File: config.mk
export PLATFORM = sky130hd
export DESIGN_NAME = asp_serial_port
export DESIGN_NICKNAME = d
export VERILOG_FILES = /design/src/common/asp_pkg.sv /design/src/rtl/asp_fifo.sv /design/src/rtl/asp_serial_port.sv
export VERILOG_INCLUDE_DIRS = /design/src /design/src/common
export SDC_FILE = /design/constraint.sdc
export NUM_CORES = 1
export LEC_CHECK = 0
export BUFFER_PORTS_ARGS = -buffer_cell sky130_fd_sc_hd__buf_2
export CAP_MARGIN = 20
export CORE_ASPECT_RATIO = 1.75
export CORE_UTILIZATION = 60
export CTS_CLUSTER_DIAMETER = 200
export DETAILED_ROUTE_END_ITERATION = 8
export GPL_ROUTABILITY_DRIVEN = 0
export PLACE_DENSITY_LB_ADDON = 0.25
export SYNTH_ARGS = -nofsm -noshare
export SYNTH_HDL_FRONTEND = slang
export SYNTH_SLANG_ARGS = --single-unit
File: constraint.sdc
create_clock -name core_clk -period 2.3 [get_ports core_clk]
set_input_delay 0.23 -clock core_clk [delete_from_list [all_inputs] [get_ports core_clk]]
set_output_delay 0.23 -clock core_clk [all_outputs]
set_load 0.05 [all_outputs]
File: src/common/asp_params.svh
`ifndef ASP_PARAMS_SVH
`define ASP_PARAMS_SVH

`define ASP_CMD_BITS 8
`define ASP_CMD_LAST 3'h7
`define ASP_WORD_BITS 16
`define ASP_WORD_LAST 4'hF
`define ASP_RES_BITS 12
`define ASP_PAD_BITS 4
`define ASP_FIFO_DEPTH 4
`define ASP_CONV_BIT 7
`define ASP_SETUP_HI 7
`define ASP_SETUP_LO 6
`define ASP_SETUP_CODE 2'h1
`define ASP_CK_HI 5
`define ASP_CK_LO 4
`define ASP_REF_HI 3
`define ASP_REF_LO 2
`define ASP_REF_EXT_NEG 2'h2
`define ASP_REFSEL_RST 2'h0

`endif

File: src/common/asp_pkg.sv
`default_nettype none
package asp_pkg;

	typedef enum logic [1:0] {
		ASP_CK_CNV_SCAN = 2'b00,
		ASP_CK_CNV_SINGLE = 2'b01,
		ASP_CK_SERIAL = 2'b10,
		ASP_CK_EXT = 2'b11
	} asp_ckmode_t;

	localparam asp_ckmode_t ASP_CK_RST = ASP_CK_SERIAL;

endpackage
`default_nettype wire

File: src/rtl/asp_fifo.sv
`timescale 1ns/1ns
`default_nettype none
module asp_fifo #(
	parameter int WIDTH = 16,
	parameter int DEPTH = 4
) (
	input wire logic core_clk,
	input wire logic rst_b,
	input wire logic in_valid,
	output logic in_ready,
	input wire logic [WIDTH-1:0] in_data,
	output logic out_valid,
	input wire logic out_ready,
	output logic [WIDTH-1:0] out_data
);
	localparam int PW = (DEPTH > 1) ? $clog2(DEPTH) : 1;
	localparam int CW = $clog2(DEPTH + 1);
	localparam logic [CW-1:0] FULL_CNT = CW'(DEPTH);
	localparam logic [PW-1:0] LAST_PTR = PW'(DEPTH - 1);

	typedef struct packed {
		logic [DEPTH-1:0][WIDTH-1:0] mem;
		logic [PW-1:0] wr_ptr;
		logic [PW-1:0] rd_ptr;
		logic [CW-1:0] count;
		logic full;
		logic nonempty;
	} asp_fifo_st_t;

	asp_fifo_st_t q, d;
	logic push, pop;

	always_comb begin
		d = q;
		push = in_valid && !q.full;
		pop = out_ready && q.nonempty;
		if (push) begin
			d.mem[q.wr_ptr] = in_data;
			d.wr_ptr = (q.wr_ptr == LAST_PTR) ? '0 : q.wr_ptr + 1'b1;
		end
		if (pop) begin
			d.rd_ptr = (q.rd_ptr == LAST_PTR) ? '0 : q.rd_ptr + 1'b1;
		end
		if (push && !pop) begin
			d.count = q.count + 1'b1;
		end else if (pop && !push) begin
			d.count = q.count - 1'b1;
		end
		// Flags are registered so that the ready seen upstream comes from a flop.
		d.full = (d.count == FULL_CNT);
		d.nonempty = (d.count != '0);
	end

	always_ff @(posedge core_clk) begin
		if (!rst_b) begin
			q <= '0;
		end else begin
			q <= d;
		end
	end

	assign in_ready = !q.full;
	assign out_valid = q.nonempty;
	assign out_data = q.mem[q.rd_ptr];

endmodule // asp_fifo
`default_nettype wire

File: src/rtl/asp_serial_port.sv
`timescale 1ns/1ns
`default_nettype none
`include "asp_params.svh"
module asp_serial_port
	import asp_pkg::*;
(
	input wire logic core_clk,
	input wire logic rst_b,
	input wire logic cs_n,
	input wire logic sclk,
	input wire logic din,
	input wire logic conversion_start_n,
	output logic dout,
	output logic dout_oe,
	output logic eoc_n,
	output logic conv_req,
	output logic conversion_start_n_is_start,
	output logic ref_neg_is_ref,
	input wire logic result_valid,
	output logic result_ready,
	input wire logic [`ASP_RES_BITS-1:0] result_data
);
	typedef struct packed {
		logic cs_s1;
		logic cs_s2;
		logic cs_prev;
		logic sclk_s1;
		logic sclk_s2;
		logic sclk_prev;
		logic din_s1;
		logic din_s2;
		logic cnv_s1;
		logic cnv_s2;
		logic cnv_prev;
		logic [2:0] bit_cnt;
		logic first_byte;
		logic [`ASP_CMD_BITS-1:0] rx_sr;
		asp_ckmode_t cksel;
		logic [1:0] refsel;
		logic [`ASP_WORD_BITS-1:0] tx_sr;
		logic [3:0] tx_cnt;
		logic tx_held;
		logic dout;
		logic dout_oe;
		logic eoc_n;
		logic conv_req;
		logic cnv_is_start;
		logic ref_is_ref;
	} asp_st_t;

	asp_st_t q, d;
	logic fifo_valid;
	logic fifo_pop;
	logic push;
	logic cs_fall;
	logic sclk_rise;
	logic sclk_fall;
	logic cnv_fall;
	logic start_mode;
	logic [`ASP_CMD_BITS-1:0] byte_w;
	logic [`ASP_WORD_BITS-1:0] fifo_data;

	// Results are packed right-justified into a full serial word.
	asp_fifo #(
		.WIDTH(`ASP_WORD_BITS),
		.DEPTH(`ASP_FIFO_DEPTH)
	) u_fifo (
		.core_clk(core_clk),
		.rst_b(rst_b),
		.in_valid(result_valid),
		.in_ready(result_ready),
		.in_data({{`ASP_PAD_BITS{1'b0}}, result_data}),
		.out_valid(fifo_valid),
		.out_ready(fifo_pop),
		.out_data(fifo_data)
	);

	assign push = result_valid && result_ready;

	always_comb begin
		d = q;
		d.cs_s1 = cs_n;
		d.cs_s2 = q.cs_s1;
		d.cs_prev = q.cs_s2;
		d.sclk_s1 = sclk;
		d.sclk_s2 = q.sclk_s1;
		d.sclk_prev = q.sclk_s2;
		d.din_s1 = din;
		d.din_s2 = q.din_s1;
		d.cnv_s1 = conversion_start_n;
		d.cnv_s2 = q.cnv_s1;
		d.cnv_prev = q.cnv_s2;
		d.conv_req = 1'b0;
		fifo_pop = 1'b0;
		cs_fall = q.cs_prev && !q.cs_s2;
		// Edges count only while selected, so a parked clock of either level is harmless.
		// edges only when selected
		sclk_rise = !q.cs_s2 && !cs_fall && !q.sclk_prev && q.sclk_s2;
		sclk_fall = !q.cs_s2 && !cs_fall && q.sclk_prev && !q.sclk_s2;
		start_mode = (q.cksel == ASP_CK_CNV_SCAN) || (q.cksel == ASP_CK_CNV_SINGLE);
		cnv_fall = start_mode && q.cnv_prev && !q.cnv_s2;
		byte_w = {q.rx_sr[`ASP_CMD_BITS-2:0], q.din_s2};
		if (cs_fall) begin
			d.bit_cnt = '0;
			d.first_byte = 1'b1;
			d.tx_cnt = '0;
			// A word taken at the end of the last frame was never shifted, so it is still owed.
			if (!q.tx_held) begin
				d.tx_sr = fifo_valid ? fifo_data : '0;
				fifo_pop = fifo_valid;
			end
			d.tx_held = 1'b0;
		end
		if (sclk_rise) begin
			d.rx_sr = byte_w;
			d.bit_cnt = q.bit_cnt + 3'h1;
			if (q.bit_cnt == `ASP_CMD_LAST && q.first_byte) begin
				d.first_byte = 1'b0;
				if (byte_w[`ASP_CONV_BIT]) begin
					d.conv_req = (q.cksel == ASP_CK_SERIAL) || (q.cksel == ASP_CK_EXT);
				end else if (byte_w[`ASP_SETUP_HI:`ASP_SETUP_LO] == `ASP_SETUP_CODE) begin
					d.cksel = asp_ckmode_t'(byte_w[`ASP_CK_HI:`ASP_CK_LO]);
					d.refsel = byte_w[`ASP_REF_HI:`ASP_REF_LO];
				end
			end
		end
		if (sclk_fall) begin
			if (q.tx_cnt == `ASP_WORD_LAST) begin
				d.tx_cnt = '0;
				d.tx_sr = fifo_valid ? fifo_data : '0;
				d.tx_held = fifo_valid;
				fifo_pop = fifo_valid;
			end else begin
				d.tx_cnt = q.tx_cnt + 4'h1;
				d.tx_sr = {q.tx_sr[`ASP_WORD_BITS-2:0], 1'b0};
				d.tx_held = 1'b0;
			end
		end
		d.dout = d.tx_sr[`ASP_WORD_BITS-1];
		d.dout_oe = !q.cs_s2;
		// A start pulse also launches an internally timed conversion.
		if (cnv_fall) begin
			d.conv_req = 1'b1;
		end
		if (q.cksel == ASP_CK_EXT) begin
			d.eoc_n = 1'b1;
		end else if (push) begin
			d.eoc_n = 1'b0;
		end else if (cs_fall || cnv_fall) begin
			d.eoc_n = 1'b1;
		end
		d.cnv_is_start = start_mode;
		d.ref_is_ref = (q.refsel == `ASP_REF_EXT_NEG);
	end

	always_ff @(posedge core_clk) begin
		if (!rst_b) begin
			q <= '0;
			q.cs_s1 <= 1'b1;
			q.cs_s2 <= 1'b1;
			q.cs_prev <= 1'b1;
			q.cnv_s1 <= 1'b1;
			q.cnv_s2 <= 1'b1;
			q.cnv_prev <= 1'b1;
			q.first_byte <= 1'b1;
			q.cksel <= ASP_CK_RST;
			q.refsel <= `ASP_REFSEL_RST;
			q.eoc_n <= 1'b1;
		end else begin
			q <= d;
		end
	end

	assign dout = q.dout;
	assign dout_oe = q.dout_oe;
	assign eoc_n = q.eoc_n;
	assign conv_req = q.conv_req;
	assign conversion_start_n_is_start = q.cnv_is_start;
	assign ref_neg_is_ref = q.ref_is_ref;
endmodule // asp_serial_port
`default_nettype wire

# After elaboration in Yosys (flattened, before gate mapping)
# Cells that the tools add are included.
[word_totals] output_inout_bits=7 elab_cells=119 inputBits=19 register_bits=126
[classes] eq_ne=11 bitwise_logic=2 mux=30 n_lt_le_gt_ge=3 add_sub_neg=6 reduce_logical=33
[op_table] op="2-to-1 mux 16 bit" count=5
[op_table] op="bitwise mux 64 bit" count=1
[op_table] op="2-to-1 mux 21 bit" count=3
[op_table] op="binary-select mux 16 bit (select 2 bit)" count=1
[op_table] op="demux 16 bit (select 2 bit)" count=1
[op_table] op="2-to-1 mux 4 bit" count=4
[op_table] op="logical AND 1 bit" count=14
[op_table] op="2-to-1 mux 1 bit" count=11
[op_table] op="== test 2 bit, second input constant" count=5
[op_table] op="logical NOT 1 bit" count=8
[op_table] op="adder 3 x 1 -> 3 bit, second input constant" count=2
[op_table] op="== test 3 bit, second input constant" count=2
[op_table] op="less-than comparator 2 x 3 -> 1 bit, second input constant" count=2
[op_table] op="2-to-1 mux 3 bit" count=2
[op_table] op="nonzero test 2 bit" count=3
[op_table] op="adder 2 x 1 -> 2 bit, second input constant" count=2
[op_table] op="adder 4 x 1 -> 4 bit, second input constant" count=1
[op_table] op="== test 2 x 1 -> 1 bit, second input constant" count=2
[op_table] op="== test 4 bit, second input constant" count=1
[op_table] op="2-to-1 mux 2 bit" count=2
[op_table] op="AND reduction 4 bit" count=1
[op_table] op="logical OR 1 bit" count=3
[op_table] op="nonzero test 3 bit" count=1
[op_table] op="subtractor 3 x 1 -> 3 bit, second input constant" count=1
[op_table] op="6 further kinds" count=7

# Longest topological paths before layout
# Gate-level depths: netlist of the first run.
[logic_depth] depth_word=12 ltp_mapped=7 ltp_nobuf=6

# Cells and area by module
# From an unflattened synthesis of the first run, not the netlist that was laid out.
[unflattened] hier_cells=571 area_unflattened_um2=5175.0
[modules_own_cells] module="asp_fifo" seq_area_each_um2=1461.4 area_each_um2=3158.0 n_inst=1 cells_each=363
[modules_own_cells] module="asp_serial_port" seq_area_each_um2=1041.0 area_each_um2=2016.9 n_inst=1 cells_each=208

# Least setup slack after synthesis of the first run
# OpenSTA, ideal clock, no wires.
[synth_path] kind="register -> register" startpoint="register q (netlist bit d[51])" endpoint="register q[13] (netlist bit)" arrival_time_ns=1.816 path_stages_with_launch=8 period_less_slack_ns=1.947 path_buffers=2 setup_time_ns=0.132 setup_slack_ns=0.353 required_time_ns=2.168 path_cell_list="dfxtp_1 or4b_1 buf_4 nor2_2 nor2_1 clkbuf_1 a221oi_1 nor3_1"
[synth_via] elab_chain_cells=8 word_cells_on_any_way=10 cone_classes="eq/ne (1); mux (1); reduce/logical (8)"
[synth_lines] item="from (decl)" line_no="asp_serial_port.sv:51" rtl="asp_st_t q, d;"
[synth_lines] item="logical NOT 1 bit (*)" line_no="asp_serial_port.sv:95, asp_serial_port.sv:99"
[synth_lines] item="logical AND 1 bit" line_no="asp_serial_port.sv:95" rtl="cs_fall = q.cs_prev && !q.cs_s2;"
[synth_lines] item="logical NOT 1 bit" line_no="asp_serial_port.sv:99" rtl="sclk_fall = !q.cs_s2 && !cs_fall && q.sclk_prev && !q.sclk_s2;"
[synth_lines] item="logical AND 1 bit (3 in series)" line_no="asp_serial_port.sv:99"
[synth_lines] item="inequality test 2 x 1 -> 1 bit (no line) or nonzero test 2 bit (tied branches)"
[synth_lines] item="AND reduction 2 bit (no line)"
# Every way passes the cells marked *; elsewhere a longest branch is shown, timed or not.
# A chain may end at the register's enable or synchronous reset.

# Worst setup path in the final report of the first run
[layout_path] startpoint="register q (netlist bit d[51])" endpoint="register u_fifo.q (netlist bit u_fifo.out_valid)"
[layout_via] elab_chain_cells=12 word_cells_on_any_way=16 cone_classes="mux (5); reduce/logical (11)"
[layout_lines] item="logical NOT 1 bit (*)" line_no="asp_serial_port.sv:95, asp_serial_port.sv:99"
[layout_lines] item="logical AND 1 bit" line_no="asp_serial_port.sv:95"
[layout_lines] item="logical NOT 1 bit" line_no="asp_serial_port.sv:99"
[layout_lines] item="logical AND 1 bit (3 in series)" line_no="asp_serial_port.sv:99"
[layout_lines] item="2-to-1 mux 1 bit (*)" line_no="asp_serial_port.sv:127" rtl="if (sclk_fall) begin"
[layout_lines] item="logical AND 1 bit (*)" line_no="asp_fifo.sv:36" rtl="pop = out_ready && q.nonempty;"
[layout_lines] item="logical AND 1 bit or logical NOT 1 bit (tied branches)" line_no="asp_fifo.sv:46, asp_fifo.sv:44"
[layout_lines] item="2-to-1 mux 3 bit or logical AND 1 bit (tied branches)" line_no="asp_fifo.sv:46, asp_fifo.sv:44"
[layout_lines] item="2-to-1 mux 3 bit (*)" line_no="asp_fifo.sv:44" rtl="if (push && !pop) begin"
[layout_lines] item="nonzero test 3 bit (*)" line_no="asp_fifo.sv:51" rtl="d.nonempty = (d.count != '0);"
[layout_lines] item="to (signal assigned)" line_no="asp_fifo.sv:56" rtl="q <= '0;"
[layout_lines] item="to (signal assigned)" line_no="asp_fifo.sv:58" rtl="q <= d;"
[layout_lines] item="to (decl)" line_no="asp_fifo.sv:30" rtl="asp_fifo_st_t q, d;"
# Marked as above.

==> results of run 1 <==
-- state kept, by name, indices dropped and copies added, names as in the netlist, 7 cells and up --
name      cells
byte_w        8
d             7
q            32
u_fifo.q     56
-- placed cells by master (no fill, tap or decap), types with 2 or more instances in the layout --
master,netlist,layout
clkinvlp_4,0,2
ha_1,10,10
nand2b_1,10,10
nor3b_1,2,2
xnor2_1,2,2
o21ai_0,4,4
a21oi_1,65,65
and2_1,12,12
a221oi_1,12,12
nor2_1,37,37
mux2i_1,8,8
buf_2,1,25
clkbuf_16,0,9
dfxtp_1,109,109
nand3_1,8,8
buf_4,1,12
and2b_1,2,2
nand2_1,130,130
o21a_1,2,2
inv_1,7,7
nor3_1,13,13
a22oi_1,4,4
nor4b_1,2,2
mux4_2,12,12
-- cell families after synthesis --
| logic type | count (synthesis) | synth area share |
|---|---|---|
| simple gates | 224 | 0.224 |
| xor+xnor | 3 | 0.00600 |
| fa+ha+maj | 11 | 0.0308 |
| flops | 109 | 0.498 |
| mux | 20 | 0.0800 |
| buf+inv | 40 | 0.0354 |
| compound gates | 91 | 0.126 |
-- how the worst min path moves through the flow --
stage	from	endpoint	cells past startpoint
finish	conversion_start_n	d[44]	2
global placement	d[44]	d[43]	1
detailed placement	d[44]	d[43]	1
CTS	conversion_start_n	d[44]	2
floorplan	conversion_start_n	d[44]	1
global route	cs_n	d[52]	2
-- stage by stage --
stage / instances / power, mW / cell area [µm²]
final: 601 / 3.84 / 4870
after detailed placement: 587 / 2.38 / 4580
after global placement: 587 / 2.36 / 4580
after floorplan: 498 / 2.28 / 4380
after CTS: 601 / 3.87 / 4870
after global routing: 601 / 3.99 / 4870
-- layer usage --
layer,share of wire,wire length (µm)
met1,0.40,3570
met2,0.54,4860
met3,0.036,320
met4,0.028,252
met5,0,0
-- power by group --
group	switching, mW	leakage, nW	internal, mW
Sequential	0.0461	0.886	1.96
Combinational	0.213	0.750	0.131
Clock	0.640	0.136	0.859
-- cell type report --
class | instances | area [µm²]
Tap cell | 84 | 105
Timing Repair Buffer | 37 | 215
Multi-Input combinational cell | 349 | 2040
Clock inverter | 4 | 50.0
Fill cell | 545 | 2090
Clock buffer | 10 | 239
Sequential cell | 109 | 2180
Inverter | 8 | 30.0
==> results.md, run 1 <==
- RSZ-0062 raised after global routing: false
- Main area contributors after synthesis: dfxtp_1 (50%), nand2_1 (11%), a21oi_1 (7.4%), mux4_2 (6.2%), nor2_1 (3.2%)
- Bufs and invs on worst path: 0
- Worst setup EP type: flop
- First-pass GRT wire length: 15100 µm
- Post-synth top area share: 0.498
- Met1 usage: 0.268
- Worst hold margin: 0.0632 ns
- Worst-path clk slew: 0.07 ns
- Distinct cells, synth: 38
- Synth Cell Area: 4380 µm²
- Type of the worst min-delay path: primary input to flop
- Fin crit share: 0.911
- Delay-heaviest family, CP: compound AO/OA/AOI/OAI gates
- Max FO, Critical Path: 9
- Worst setup margin: 0.204 ns
- Initial core utilization: 0.630
- Met2 usage: 0.475
- CTS root buf: clkbuf_16
- Max-cap viol count: 0
- Worst-Skew Late Latency: 0.34 ns
- # IOs: 26
- Reg2Reg Depth: 5
- Worst slack, placed: 0.262 ns
- Post-synth net total: 527
- Post-layout minimum cycle time: 2.10 ns
- Setup total negative slack: 0 ns
- Worst Path Arrival: 2.38 ns
- Setup bufs post-CTS: 0
- Sequential share of the synthesized area: 0.498
- CTS Sinks: 109
- Cell with the largest stage delay on the worst path: or4b_1
- Reg2Reg Setup Slack: 0.20 ns
- Status: completed
- CTS tree: built
- Critical Path Stages: 5
- CTS H-Tree Depth: 3
- Post-synth ARST share: 0
- Fraction of layout cells with a size suffix above 1: 0.133
- Initial antenna violation count: 0
- Leakage: 1.77 nW
- Drt wl/cell: 15.0 µm
- ANT nets after route: 0
- Core Area: 6960 µm²
- GR Util met3: 0.0575
- Synth Instances: 498
- Worst path cell trace: or4b_1, o32ai_4, xnor2_1, a221oi_2, o21a_1
- Busiest grt layer: met2
- Gr ovfl total: 0
- Final Setup Violations: 0
- Critical path class: flop to flop
- Hold Fails Final Rpt: 0
- Die X: 66.6 µm
- Critical path origin: d[51]
- Number of port buffers: 25
- Chip height: 115 µm
- Routed vias: 3409
- Starting DRC count in detailed routing: 176
- Slew margin rel.: 0.488
- CP required: 2.59 ns
- Max Buffers Root-to-Sink: 2
- Syn Area/Cell: 8.80 µm²
- Drt drc: 0
- First-pass DRT Iterations: 4
- Crit Reg-Reg Startpoint: d[51]
- Least-Margin Pin Slew: 0.765 ns
- Predominant post-synthesis flop cell: dfxtp_1
- Post-cts gate resize count: 0
- Area leader, netlist: dfxtp_1
- FP Rows: 40
- Post-synth EDFFs: 0
- Yosys warns: 0
- Count leader, synth: nand2_1
- Worst R2R End: u_fifo.out_valid
- Vias in the first global route: 3424
- Post-layout nets: 543
- VDD IR max: 0.595 mV
- All-Layer GR Usage: 0.261
- Final wirelength: 9000 µm
- Pwr/cell area: 790 nW/µm²
- Slowest cell delay on critical path: 0.62 ns
- Util after Layout: 0.699
- Critical path launch point type: flop
- Max Freq: 477 MHz
- Clock Skew: 0.00488 ns
- CTS Buf Count: 9
- Top cells by count, synth: nand2_1 (130), dfxtp_1 (109), a21oi_1 (65)
- Yosys reg bits: 109
- Number of diodes: 0
- Worst setup endpoint: u_fifo.out_valid
- Total die area: 7660 µm²
- Final Max Tran Viols: 0
- Syn-to-layout area delta: 11.1%
- Dpl hpwl: 6150 µm
- Post-cts hold buffer count: 0
- Largest net degree at the start of global routing: 31
- Vias per cell: 5.67
Power figures use the tool's default switching activity.
==> run 2, diff against run 1 <==
--- a/config.mk
+++ b/config.mk
@@ -14,6 +14,7 @@
 export DETAILED_ROUTE_END_ITERATION = 8
 export GPL_ROUTABILITY_DRIVEN = 0
 export PLACE_DENSITY_LB_ADDON = 0.25
+export RECOVER_POWER = 25
 export SYNTH_ARGS = -nofsm -noshare
 export SYNTH_HDL_FRONTEND = slang
 export SYNTH_SLANG_ARGS = --single-unit
==> results.md, run 2 (synthesis results as in run 1) <==
- Final Max Tran Viols: 0 (unchanged)
- Setup total negative slack: 0 ns (unchanged)
- Reg2Reg Setup Slack: 0.20 ns (about the same)
- Internal Power: 2.94 mW (was 2.95 mW)
- # IOs: 26 (unchanged)
- Max FO, Critical Path: 9 (unchanged)
- Initial core utilization: 0.630 (unchanged)
- Psw: 0.903 mW (was 0.899 mW)
- Final Instance Area: 4850 µm² (was 4870 µm²)
- CP required: 2.59 ns (about the same)
- Critical path origin: d[51] (unchanged)
- Leakage: 1.73 nW (was 1.77 nW)
- Gr ovfl total: 0 (unchanged)
- Worst setup margin: 0.200 ns (was 0.204 ns)
- Vias per cell: 5.70 (was 5.67)
- Pwr Total: 3.85 mW (was 3.84 mW)
- FILL cells: 550 (was 545)
- Worst R2R End: u_fifo.out_valid (unchanged)
- Number of diodes: 0 (unchanged)
- Most frequent cells in the layout: nand2_1 (130), dfxtp_1 (109), a21oi_1 (65), nor2_1 (37), buf_2 (17) (was nand2_1 (130), dfxtp_1 (109), a21oi_1 (65), nor2_1 (37), buf_2 (25))
- Cell with the largest stage delay on the worst path: or4b_1 (unchanged)
- Setup bufs post-CTS: 0 (unchanged)
- CTS Sinks: 109 (unchanged)
- Total die area: 7660 µm² (unchanged)
- Most flop-heavy register: u_fifo.q (unchanged)
- Final Setup Violations: 0 (unchanged)
- CTS H-Tree Depth: 3 (unchanged)
- Die X: 66.6 µm (unchanged)
- Worst Path Arrival: 2.39 ns (was 2.38 ns)
- Seq pwr share: 0.521 (about the same)
- Chip height: 115 µm (unchanged)
- Critical path class: flop to flop (unchanged)
- Max-cap viol count: 0 (unchanged)
- Max Buffers Root-to-Sink: 2 (unchanged)
- Sw Share: 0.235 (was 0.234)
- Core Area: 6960 µm² (unchanged)
- Worst setup endpoint: u_fifo.out_valid (unchanged)
- Crit Reg-Reg Startpoint: d[51] (unchanged)
- VDD IR max: 0.594 mV (was 0.595 mV)
- All-Layer GR Usage: 0.261 (unchanged)
- Post-layout minimum cycle time: 2.10 ns (about the same)
- Final wirelength: 9020 µm (was 9000 µm)
- Hold Fails Final Rpt: 0 (unchanged)
- Worst path cell trace: or4b_1, o32ai_4, xnor2_1, a221oi_2, o21a_1 (unchanged)
- Clk pwr share: 0.391 (was 0.390)
- Vias in the first global route: 3424 (unchanged)
- Max reg flops: 56 (unchanged)
- Post-layout nets: 543 (unchanged)
- CTS root buf: clkbuf_16 (unchanged)
- Number of port buffers: 25 (unchanged)
- RSZ-0062 raised after global routing: false (unchanged)
- Slew margin rel.: 0.476 (was 0.488)
- Type of the worst min-delay path: primary input to flop (unchanged)
- Drt drc: 0 (unchanged)
- Worst hold margin: 0.0635 ns (was 0.0632 ns)
- Worst slack, placed: 0.262 ns (unchanged)
- Routed vias: 3428 (was 3409)
- Dpl hpwl: 6150 µm (unchanged)
- Post-cts hold buffer count: 0 (unchanged)
- Util after Layout: 0.697 (was 0.699)
- Worst-Skew Late Latency: 0.34 ns (about the same)
- Reg2Reg Depth: 5 (unchanged)
- Drt wl/cell: 15.0 µm (about the same)
- Dpl cells: 587 (unchanged)
- FP Rows: 40 (unchanged)
- Status: completed (unchanged)
- Post-cts gate resize count: 0 (unchanged)
- Initial antenna violation count: 0 (unchanged)
- Max Freq: 476 MHz (was 477 MHz)
- Fraction of layout cells with a size suffix above 1: 0.114 (was 0.133)
- Placed instance area: 4580 µm² (unchanged)
- CTS tree: built (unchanged)
- Least-Margin Pin Slew: 0.785 ns (was 0.765 ns)
- Combinational fraction of design power: 0.089 (was 0.090)
- Worst setup EP type: flop (unchanged)
- Clock Skew: 0.00505 ns (was 0.00488 ns)
- Hold path depth: 2 (unchanged)
- CTS Buf Count: 9 (unchanged)
- Worst-path clk slew: 0.07 ns (about the same)
- First-pass GRT wire length: 15100 µm (unchanged)
- Most common cell after layout, fill and taps aside: nand2_1 (unchanged)
- Critical path launch point type: flop (unchanged)
- Pwr/cell area: 793 nW/µm² (was 790 nW/µm²)
- Fin crit share: 0.913 (was 0.911)
- Slowest cell delay on critical path: 0.62 ns (about the same)
- Syn-to-layout area delta: 10.7% (was 11.1%)
- Fin cells: 601 (unchanged)
- Starting DRC count in detailed routing: 190 (was 176)
- Largest net degree at the start of global routing: 31 (unchanged)
- ANT nets after route: 0 (unchanged)
- First-pass DRT Iterations: 4 (unchanged)
[run 2: metal layers]
layer	wire length [µm]	vias up	track usage
li1	-	1708	-
met5	0	-	0
met4	253	0	0.142
met3	403	22	0.0575
met1	3530	1598	0.268
met2	4840	100	0.475
[run 2: power by group through the flow]
| stage | combinational, mW | clock [mW] | sequential (mW) |
|---|---|---|---|
| final | 0.341 | 1.50 | 2.00 |
| after global routing | 0.375 | 1.61 | 2.01 |
| after CTS | 0.342 | 1.53 | 2.00 |
| after detailed placement | 0.337 | 0 | 2.04 |
| after global placement | 0.323 | 0 | 2.04 |
| after floorplan | 0.245 | 0 | 2.03 |
[run 2: how the worst min path moves through the flow]
stage                     endpoint          startpoint
after floorplan              d[44]  conversion_start_n
after global placement       d[43]               d[44]
after detailed placement     d[43]               d[44]
after CTS                    d[44]  conversion_start_n
after global routing         d[52]                cs_n
final                        d[44]  conversion_start_n
[run 2: worst max-delay path, delay by kind of cell (launching register included)]
kind,cells,cell delay (ns)
flip-flops,1,0.38
AO/OA/AOI/OAI,3,0.83
AND/OR/NAND/NOR,1,0.62
XOR/XNOR,1,0.23
[run 2: area by class of cell]
| type | instances | area (µm²) | share of cell area |
|---|---|---|---|
| Clock buffer | 10 | 239 | 0.0493 |
| Clock inverter | 4 | 50.0 | 0.0103 |
| Inverter | 8 | 30.0 | 0.00619 |
| Multi-Input combinational cell | 349 | 2040 | 0.422 |
| Sequential cell | 109 | 2180 | 0.450 |
| Tap cell | 84 | 105 | 0.0217 |
| Timing Repair Buffer | 37 | 198 | 0.0408 |
